**src/hdl/phc_pkg.sv**
```systemverilog
package phc_pkg;

	// ********************************
	// bus addressing and register map
	// ********************************
	localparam logic [2:0] ADDR_FIXED       = 3'h2;
	localparam logic [7:0] OFS_EVENT        = 8'h00;
	localparam logic [7:0] OFS_MASK         = 8'h01;
	localparam logic [7:0] OFS_PINSTAT      = 8'h11;
	localparam logic [7:0] OFS_ACEN         = 8'h13;
	localparam logic [7:0] OFS_PUSHBUTTON   = 8'h1A;

	// ********************************
	// reset values and fields
	// ********************************
	localparam logic [7:0] MASK_RST_AUTO_LO = 8'h80;
	localparam logic [7:0] MASK_RST_AUTO_HI = 8'hE4;
	localparam logic [7:0] ACEN_RST         = 8'h00;
	localparam int         PB_RELEASE_LO    = 6;
	localparam int         PB_RELEASE_HI    = 7;
	localparam int         PINSTAT_AUTO     = 0;

	// ********************************
	// timing
	// ********************************
	localparam int         CLK_PERIOD_NS    = 5;
	localparam int         FILT_TIME_NS     = 1000;
	localparam int         FILT_CYC         = (FILT_TIME_NS + CLK_PERIOD_NS - 1) / CLK_PERIOD_NS;
	localparam logic [7:0] FILT_LAST        = 8'(FILT_CYC - 1);

	// ********************************
	// types
	// ********************************
	typedef enum logic [2:0] {
		ST_IDLE  = 3'h0,
		ST_ADDR  = 3'h1,
		ST_AACK  = 3'h3,
		ST_WBYTE = 3'h2,
		ST_WACK  = 3'h6,
		ST_RBYTE = 3'h7,
		ST_RACK  = 3'h5
	} phc_state_e;

	typedef struct packed {
		logic       en;
		logic [7:0] addr;
		logic [7:0] data;
	} phc_wr_s;

endpackage : phc_pkg

```
**src/hdl/phc_sync.sv**
```systemverilog
`timescale 1ns/10ps
`default_nettype none
module phc_sync #(
	parameter int W = 1
) (
	// clock
	input  wire logic         core_clk,
	// pins in, synchronised out
	input  wire logic [W-1:0] d,
	output logic      [W-1:0] q
);

	// no reset: straps must be visible while reset is held
	logic [W-1:0] stage1;

	always_ff @(posedge core_clk)
	begin
		stage1 <= d;
		q      <= stage1;
	end

endmodule : phc_sync
`default_nettype wire

```
**src/hdl/phc_filt.sv**
```systemverilog
`timescale 1ns/10ps
`default_nettype none
module phc_filt (
	// clock and reset
	input  wire logic core_clk,
	input  wire logic rst,
	// synchronised level in, filtered level out
	input  wire logic d,
	output logic      q
);

	logic [7:0] cnt;
	logic [7:0] next_cnt;
	logic       next_q;

	// output follows only after the input has differed for the full window
	always_comb
	begin
		next_q   = q;
		next_cnt = 8'h00;
		if (d != q)
		begin
			if (cnt == phc_pkg::FILT_LAST)
				next_q = d;
			else
				next_cnt = cnt + 8'h01;
		end
	end

	always_ff @(posedge core_clk)
	begin
		if (rst)
		begin
			q   <= 1'b1;
			cnt <= 8'h00;
		end
		else
		begin
			q   <= next_q;
			cnt <= next_cnt;
		end
	end
endmodule : phc_filt
`default_nettype wire

```
**src/hdl/phc_top.sv**
```systemverilog
`timescale 1ns/10ps
`default_nettype none
module phc_top (
	// clock and reset
	input  wire logic       core_clk,
	input  wire logic       rst,
	// reset and shutdown pins
	input  wire logic       chip_reset_n,
	input  wire logic       port1_off_n,
	input  wire logic       port2_off_n,
	input  wire logic       port3_off_n,
	input  wire logic       port4_off_n,
	// serial bus pins
	input  wire logic       scl_in,
	input  wire logic       serial_data_sense_in,
	output logic            serial_data_drive_out,
	output logic            serial_data_drive_out_oe,
	// straps
	input  wire logic       target_addr_strap_bit3,
	input  wire logic       target_addr_strap_bit2,
	input  wire logic       target_addr_strap_bit1,
	input  wire logic       target_addr_strap_bit0,
	input  wire logic       auto_mode_strap,
	// interrupt pin
	output logic            int_out,
	output logic            int_out_oe,
	// port logic side
	input  wire logic [7:0] event_in,
	input  wire logic       osc_missing_flag,
	output logic      [3:0] port_off,
	output logic      [3:0] ac_sense_valid
);

	// ********************************
	// pin synchronisers and filters
	// ********************************
	logic [11:0] pin_raw;
	logic [11:0] pin_s;
	logic        scl_s;
	logic        sda_s;
	logic        rstn_s;
	logic [3:0]  offn_s;
	logic [3:0]  strap_s;
	logic        auto_s;
	logic        rstn_f;
	logic [3:0]  offn_f;
	logic        rst_int;

	assign pin_raw = {scl_in, serial_data_sense_in, chip_reset_n,
		port4_off_n, port3_off_n, port2_off_n, port1_off_n,
		target_addr_strap_bit3, target_addr_strap_bit2,
		target_addr_strap_bit1, target_addr_strap_bit0, auto_mode_strap};

	phc_sync #(.W(12)) u_sync (
		.core_clk (core_clk),
		.d        (pin_raw),
		.q        (pin_s)
	);

	assign scl_s   = pin_s[11];
	assign sda_s   = pin_s[10];
	assign rstn_s  = pin_s[9];
	assign offn_s  = pin_s[8:5];
	assign strap_s = pin_s[4:1];
	assign auto_s  = pin_s[0];

	// glitch filter on the chip reset pin
	phc_filt u_rst_filt (
		.core_clk (core_clk),
		.rst      (rst),
		.d        (rstn_s),
		.q        (rstn_f)
	);

	assign rst_int = rst | ~rstn_f;

	generate
		for (genvar g = 0; g < 4; g++)
		begin : g_off
			phc_filt u_off_filt (
				.core_clk (core_clk),
				.rst      (rst),
				.d        (offn_s[g]),
				.q        (offn_f[g])
			);
		end
	endgenerate

	// ********************************
	// bus condition detection
	// ********************************
	logic scl_d;
	logic sda_d;
	logic scl_rise;
	logic scl_fall;
	logic bus_start;
	logic bus_stop;

	always_ff @(posedge core_clk)
	begin
		if (rst_int)
		begin
			scl_d <= 1'b1;
			sda_d <= 1'b1;
		end
		else
		begin
			scl_d <= scl_s;
			sda_d <= sda_s;
		end
	end

	assign scl_rise  = scl_s & ~scl_d;
	assign scl_fall  = ~scl_s & scl_d;
	assign bus_start = scl_s & scl_d & sda_d & ~sda_s;
	assign bus_stop  = scl_s & scl_d & ~sda_d & sda_s;

	// ********************************
	// register state
	// ********************************
	logic [7:0] event_stat;
	logic [7:0] event_mask_reg;
	logic [7:0] acen;
	logic       int_pend;

	function automatic logic [7:0] rd_mux(input logic [7:0] a);
		case (a)
			phc_pkg::OFS_EVENT:   rd_mux = event_stat;
			phc_pkg::OFS_MASK:    rd_mux = event_mask_reg;
			phc_pkg::OFS_PINSTAT: rd_mux = {7'h00, auto_s};
			phc_pkg::OFS_ACEN:    rd_mux = acen;
			default:              rd_mux = 8'h00;
		endcase
	endfunction : rd_mux

	// ********************************
	// serial target state machine
	// ********************************
	phc_pkg::phc_state_e state;
	phc_pkg::phc_state_e next_state;
	logic [3:0]          bit_cnt;
	logic [3:0]          next_bit_cnt;
	logic [7:0]          shreg;
	logic [7:0]          next_shreg;
	logic [7:0]          ptr;
	logic [7:0]          next_ptr;
	logic                rw;
	logic                next_rw;
	logic                first;
	logic                next_first;
	logic                sda_oe;
	logic                next_sda_oe;
	logic                busy;
	logic                next_busy;
	phc_pkg::phc_wr_s    wr;
	phc_pkg::phc_wr_s    next_wr;

	always_comb
	begin
		next_state   = state;
		next_bit_cnt = bit_cnt;
		next_shreg   = shreg;
		next_ptr     = ptr;
		next_rw      = rw;
		next_first   = first;
		next_sda_oe  = sda_oe;
		next_busy    = busy;
		next_wr      = '0;
		if (bus_start)
		begin
			next_state   = phc_pkg::ST_ADDR;
			next_bit_cnt = 4'h0;
			next_sda_oe  = 1'b0;
			next_busy    = 1'b1;
		end
		else if (bus_stop)
		begin
			next_state  = phc_pkg::ST_IDLE;
			next_sda_oe = 1'b0;
			next_busy   = 1'b0;
		end
		else
		begin
			case (state)
				phc_pkg::ST_IDLE:
					next_sda_oe = 1'b0;
				phc_pkg::ST_ADDR:
				begin
					if (scl_rise)
					begin
						next_shreg   = {shreg[6:0], sda_s};
						next_bit_cnt = bit_cnt + 4'h1;
					end
					if (scl_fall && bit_cnt == 4'h8)
					begin
						if (shreg[7:1] == {phc_pkg::ADDR_FIXED, strap_s})
						begin
							next_state  = phc_pkg::ST_AACK;
							next_sda_oe = 1'b1;
							next_rw     = shreg[0];
						end
						else
							next_state = phc_pkg::ST_IDLE;
					end
				end
				phc_pkg::ST_AACK:
					if (scl_fall)
					begin
						next_bit_cnt = 4'h0;
						if (rw)
						begin
							next_shreg  = rd_mux(ptr);
							next_sda_oe = ~next_shreg[7];
							next_state  = phc_pkg::ST_RBYTE;
						end
						else
						begin
							next_sda_oe = 1'b0;
							next_first  = 1'b1;
							next_state  = phc_pkg::ST_WBYTE;
						end
					end
				phc_pkg::ST_WBYTE:
				begin
					if (scl_rise)
					begin
						next_shreg   = {shreg[6:0], sda_s};
						next_bit_cnt = bit_cnt + 4'h1;
					end
					if (scl_fall && bit_cnt == 4'h8)
					begin
						next_sda_oe = 1'b1;
						next_state  = phc_pkg::ST_WACK;
						next_first  = 1'b0;
						if (first)
							next_ptr = shreg;
						else
						begin
							next_wr  = '{en: 1'b1, addr: ptr, data: shreg};
							next_ptr = ptr + 8'h01;
						end
					end
				end
				phc_pkg::ST_WACK:
					if (scl_fall)
					begin
						next_sda_oe  = 1'b0;
						next_bit_cnt = 4'h0;
						next_state   = phc_pkg::ST_WBYTE;
					end
				phc_pkg::ST_RBYTE:
				begin
					if (scl_rise)
						next_bit_cnt = bit_cnt + 4'h1;
					if (scl_fall)
					begin
						if (bit_cnt == 4'h8)
						begin
							next_sda_oe = 1'b0;
							next_state  = phc_pkg::ST_RACK;
						end
						else
						begin
							next_shreg  = {shreg[6:0], 1'b0};
							next_sda_oe = ~shreg[6];
						end
					end
				end
				phc_pkg::ST_RACK:
				begin
					if (scl_rise && sda_s)
						next_state = phc_pkg::ST_IDLE;
					else if (scl_fall)
					begin
						next_ptr     = ptr + 8'h01;
						next_shreg   = rd_mux(ptr + 8'h01);
						next_sda_oe  = ~next_shreg[7];
						next_bit_cnt = 4'h0;
						next_state   = phc_pkg::ST_RBYTE;
					end
				end
				default:
					next_state = phc_pkg::ST_IDLE;
			endcase
		end
	end

	always_ff @(posedge core_clk)
	begin
		if (rst_int)
		begin
			state   <= phc_pkg::ST_IDLE;
			bit_cnt <= 4'h0;
			shreg   <= 8'h00;
			ptr     <= 8'h00;
			rw      <= 1'b0;
			first   <= 1'b0;
			sda_oe  <= 1'b0;
			busy    <= 1'b0;
			wr      <= '0;
		end
		else
		begin
			state   <= next_state;
			bit_cnt <= next_bit_cnt;
			shreg   <= next_shreg;
			ptr     <= next_ptr;
			rw      <= next_rw;
			first   <= next_first;
			sda_oe  <= next_sda_oe;
			busy    <= next_busy;
			wr      <= next_wr;
		end
	end

	// ********************************
	// registers and interrupt
	// ********************************
	logic       pb_wr;
	logic       int_release;
	logic [7:0] next_event_stat;
	logic [7:0] next_event_mask_reg;
	logic [7:0] next_acen;
	logic       next_int_pend;

	assign pb_wr       = wr.en && wr.addr == phc_pkg::OFS_PUSHBUTTON;
	assign int_release = pb_wr && (wr.data[phc_pkg::PB_RELEASE_LO]
		|| wr.data[phc_pkg::PB_RELEASE_HI]);

	// a new event in the clearing cycle still lands
	always_comb
	begin
		next_event_stat = event_stat;
		if (pb_wr && wr.data[phc_pkg::PB_RELEASE_HI])
			next_event_stat = 8'h00;
		next_event_stat     = next_event_stat | event_in;
		next_int_pend       = (int_pend & ~int_release) | (|(event_in & event_mask_reg));
		next_event_mask_reg = event_mask_reg;
		next_acen           = acen;
		if (wr.en && wr.addr == phc_pkg::OFS_MASK)
			next_event_mask_reg = wr.data;
		if (wr.en && wr.addr == phc_pkg::OFS_ACEN)
			next_acen = wr.data;
	end

	always_ff @(posedge core_clk)
	begin
		if (rst_int)
		begin
			event_stat     <= 8'h00;
			event_mask_reg <= auto_s ? phc_pkg::MASK_RST_AUTO_HI : phc_pkg::MASK_RST_AUTO_LO;
			acen           <= phc_pkg::ACEN_RST;
			int_pend       <= 1'b0;
		end
		else
		begin
			event_stat     <= next_event_stat;
			event_mask_reg <= next_event_mask_reg;
			acen           <= next_acen;
			int_pend       <= next_int_pend;
		end
	end

	// ********************************
	// output pins
	// ********************************
	logic       next_int_out_oe;
	logic [3:0] next_port_off;
	logic [3:0] next_ac_sense_valid;

	always_comb
	begin
		// pin frozen while the bus is busy so the host reads a stable line
		next_int_out_oe     = busy ? int_out_oe : int_pend;
		next_port_off       = ~offn_f | (pb_wr ? wr.data[3:0] : 4'h0);
		next_ac_sense_valid = {4{~osc_missing_flag}} & acen[3:0];
		if (rst_int)
		begin
			next_int_out_oe     = 1'b0;
			next_port_off       = 4'hF;
			next_ac_sense_valid = 4'h0;
		end
	end

	always_ff @(posedge core_clk)
	begin
		if (rst)
		begin
			int_out_oe               <= 1'b0;
			port_off                 <= 4'hF;
			ac_sense_valid           <= 4'h0;
			serial_data_drive_out_oe <= 1'b0;
		end
		else
		begin
			int_out_oe               <= next_int_out_oe;
			port_off                 <= next_port_off;
			ac_sense_valid           <= next_ac_sense_valid;
			serial_data_drive_out_oe <= sda_oe;
		end
	end

	// open-drain pins only ever pull low
	always_ff @(posedge core_clk)
	begin
		int_out               <= 1'b0;
		serial_data_drive_out <= 1'b0;
	end
endmodule : phc_top
`default_nettype wire

```
**config.mk**
```make
export PLATFORM = sky130hd
export DESIGN_NAME = phc_top
export DESIGN_NICKNAME = d
export VERILOG_FILES = /design/src/hdl/phc_pkg.sv /design/src/hdl/phc_sync.sv /design/src/hdl/phc_filt.sv /design/src/hdl/phc_top.sv
export SDC_FILE = /design/constraint.sdc
export NUM_CORES = 1
export LEC_CHECK = 0
export ABC_AREA = 1
export BUFFER_PORTS_ARGS = -buffer_cell sky130_fd_sc_hd__buf_2
export CAP_MARGIN = 20
export CORE_ASPECT_RATIO = 0.6
export CORE_UTILIZATION = 30
export CTS_BUF_LIST = sky130_fd_sc_hd__clkbuf_2 sky130_fd_sc_hd__clkbuf_4 sky130_fd_sc_hd__clkbuf_8
export DETAILED_ROUTE_END_ITERATION = 12
export HOLD_SLACK_MARGIN = 0.02
export SLEW_MARGIN = 15
export SYNTH_ARGS = -nofsm -noshare
export SYNTH_HDL_FRONTEND = slang
export SYNTH_SLANG_ARGS = --single-unit
```
**constraint.sdc**
```tcl
create_clock -name core_clk -period 3.55 [get_ports core_clk]
set_input_delay 0.71 -clock core_clk [delete_from_list [all_inputs] [get_ports core_clk]]
set_output_delay 0.71 -clock core_clk [all_outputs]
set_load 0.05 [all_outputs]
```
==> results.cfg <==
[status]
status = finished clean

[timing]
min_period_ns = 2.26
relSlewSlack_pct = 49.3
finalHoldViolations = 0
fmax_mhz = 442
setup_viol = 0
tightest_slew_ns = 0.758
min_period_over_period_pct = 63.7
drv_slew = 0
clock-skew-final_ns = 0.0225
tns_ns = 0
grt_setup_unrepaired = false

[synthesis]
synth-seq-cells = 150
synth.largest_area_cell = dfxtp_1
synth_area_mm2 = 0.00646
synth_top_cell_area_share_pct = 44.0
yosysUniqueCellTypes = 43
yosysSeqAreaShare_pct = 47.7
synth_area_per_cell_um2 = 7.53
syn_inst = 858
synthTopCellsByArea = dfxtp_1 (44%), nand2_1 (9.6%), nor2_1 (7.1%)
yosysWarnings = 0

[placed_design]
gp_congestion = 0.936
placed_cells = 1158
io_buffers = 32
dp_hpwl_um = 12500

[layout]
regMostFlops = g_off.u_off_filt.cnt
largest_register_ffs = 32
top_regs = g_off.u_off_filt.cnt x32, wr x17
drive_gt1_share_pct = 10.4
layout.nets = 933
syn_to_final_growth_pct = 13.5
diodes = 0
multi_input_area_mm2 = 0.00284
final_cells = 1190
seqCellArea_mm2 = 0.00308
nFillCells = 2207

[floorplanning]
initial_core_util_pct = 30.7
die_area_mm2 = 0.0222
ios = 35
num_rows = 41
core_region_area_mm2 = 0.0211
die_x_um = 192
dieHeight_um = 116

[critical_path]
required_ns = 3.96
reg2reg_depth = 14
worstPathArrival_ns = 2.67
worstSetupPathType = register to register
endpoint_kind = register
start_kind = register
r2r-start = ptr[0]
ff2ff_setup_slack_ns = 1.29
cp_max_fo = 7
r2r-end = shreg[2]

[cts]
cts_setup_buffers = 0
clock-root-buffer = clkbuf_8
cts_max_path_buffers = 2
clock_latency_ns = 0.46
cts_resized = 0
htreeDepth = 4
cts_tree = yes
hold_buffers = 0
clk_pin_slew_worst_paths_ns = 0.09
cts.sinks = 150
numCtsBuffers = 17

[power_and_ir_drop]
sw_frac_of_total_pct = 33.1
ir_drop_mv = 0.298
clockPowerShare_pct = 35.0
p_seq_share_pct = 47.1
p_total_w = 0.00401
p_leak_nw = 3.08
powerDensity_mw_per_mm2 = 546
p_comb_share_pct = 18.0
power_switching_w = 0.00132
p_int_w = 0.00268

[grt]
grt_start_max_net_pins = 36
grt_pass1_wl_um = 26100
first_global_vias = 4853
antenna_found_initial = 0
grt_util_all_layers_pct = 15.6
gr-total-overflow = 0

[detailed_routing]
routedWlPerCell_um = 14.0
viasPerCell = 4.65
via_count = 5532
totalWireLength_um = 16600
postRouteAntennaNets = 0
drt_iter0_markers = 592
drtPass1Iterations = 7
drc = 0

[worst_hold_path]
min_to = u_sync.q[11]
hold_class = register to register
whs_path_depth = 0
hold_start = u_sync.stage1[11]

[flow_run]
max-cap-violations = 0
[power groups by stage]
stage / Sequential [W] / Combinational [W] / Clock [W]
after floorplan: 0.00189 / 0.000513 / 0
after global placement: 0.00192 / 0.000701 / 0
after detailed placement: 0.00192 / 0.000697 / 0
after CTS: 0.00188 / 0.000701 / 0.00143
after global routing: 0.00190 / 0.000803 / 0.00150
final: 0.00189 / 0.000719 / 0.00140
[worst max path at each step]
stage              from                 to  slack [ns]  cells past startpoint
5_1_grt          ptr[0]             sda_oe        1.11                     11
2_1_floorplan       rst  event_mask_reg[0]        1.61                      5
3_3_place_gp        rst              wr[6]        1.28                      6
4_1_cts        state[0]             ptr[1]        1.33                     11
6_report         ptr[0]           shreg[2]        1.29                     14
3_5_place_dp        rst              wr[3]        1.19                      6
[cells in the mapped netlist]
| library cell | n |
|---|---|
| nor2_1 | 122 |
| dfxtp_1 | 142 |
| a211oi_1 | 6 |
| o211ai_1 | 13 |
| nor3_4 | 1 |
| nor2_4 | 4 |
| nand3_2 | 1 |
| xnor2_1 | 6 |
| nand3_1 | 49 |
| nand2_1 | 166 |
| o21ai_1 | 3 |
| ha_1 | 12 |
| and2_1 | 2 |
| a31oi_1 | 2 |
| o21ai_0 | 37 |
| conb_1 | 1 |
| edfxtp_1 | 8 |
| inv_1 | 115 |
| or2_2 | 3 |
| nor2_2 | 3 |
| or2_1 | 1 |
| nand4_1 | 8 |
| nand3b_1 | 3 |
| clkbuf_1 | 7 |
| nor4_4 | 1 |
| o21a_1 | 1 |
| a221oi_1 | 2 |
| clkinv_1 | 2 |
| o22ai_1 | 3 |
| buf_4 | 4 |
| buf_2 | 3 |
| a21oi_1 | 61 |
| o221ai_1 | 2 |
| inv_2 | 10 |
| nor4_1 | 4 |
| xor2_1 | 7 |
| nand2_2 | 5 |
| nor3_1 | 19 |
| or2_0 | 1 |
| nand2_4 | 1 |
| o31ai_1 | 1 |
| o21bai_1 | 1 |
| nor3b_1 | 15 |
[layer usage]
metal	up-vias	GRT usage, %	routed length (um)	share of wire, %
met5	-	0	0	0
met4	0	4.44	160	0.96
met3	21	4.60	1560	9.4
met2	212	18.4	5590	34
met1	2449	25.5	9330	56
li1	2850	-	-	-
[cell type report]
cell class              instances  area share (%)
well taps                     279            4.76
flip-flops and latches        150            42.0
inverters                     127            6.50
clock buffers                  19            3.48
clock inverters                13            2.18
multi-input cells             568            38.7
repair buffers                 34            2.39
[layout by cell type, fill, tap and decap left out, types with 5 or more instances in the layout]
master | synthesis | layout
nand3_1 | 49 | 49
o211ai_1 | 13 | 13
nand2_1 | 166 | 166
buf_2 | 3 | 32
dfxtp_1 | 142 | 142
inv_1 | 115 | 115
edfxtp_1 | 8 | 8
nor3b_1 | 15 | 15
a211oi_1 | 6 | 6
nand2_2 | 5 | 5
xor2_1 | 7 | 7
nor2_1 | 122 | 122
inv_6 | 0 | 5
inv_2 | 10 | 10
ha_1 | 12 | 12
a21oi_1 | 61 | 61
xnor2_1 | 6 | 6
clkbuf_8 | 0 | 18
o21ai_0 | 37 | 37
nand4_1 | 8 | 8
nor3_1 | 19 | 19
[critical path, cell delays in order, from the launching register on]
cell and delay, ns:
dfxtp_1 0.39, ha_1 0.27, inv_1 0.11, nand2_1 0.07, nand2_1 0.11, nand3_1 0.19, nor2_1 0.27, inv_1 0.11
nor2_4 0.19, nand2_1 0.08, nand3_1 0.14, nand2_1 0.07, nand3_1 0.10, nand2_1 0.05, inv_1 0.05
[stage by stage]
step           instance area (um^2)  hold WS (ns)  setup slack [ns]  utilization (%)
3_5_place_dp                   6920         0.312              1.19             32.8
2_1_floorplan                  6470         0.310              1.61                -
3_3_place_gp                   6920         0.311              1.28             32.8
5_1_grt                        7340         0.321              1.11             34.8
4_1_cts                        7340         0.313              1.33             34.8
6_report                       7340         0.332              1.29             34.8
[cell families after synthesis]
kind of cell | after synthesis | share of synthesized area (%)
fa+ha+maj | 12 | 2.32
compound gates | 132 | 11.4
xor+xnor | 13 | 1.76
other cells | 1 | 0.0580
buf+inv | 141 | 8.48
simple gates | 409 | 28.3
flops | 150 | 47.7
Power figures use the tool's default switching activity.
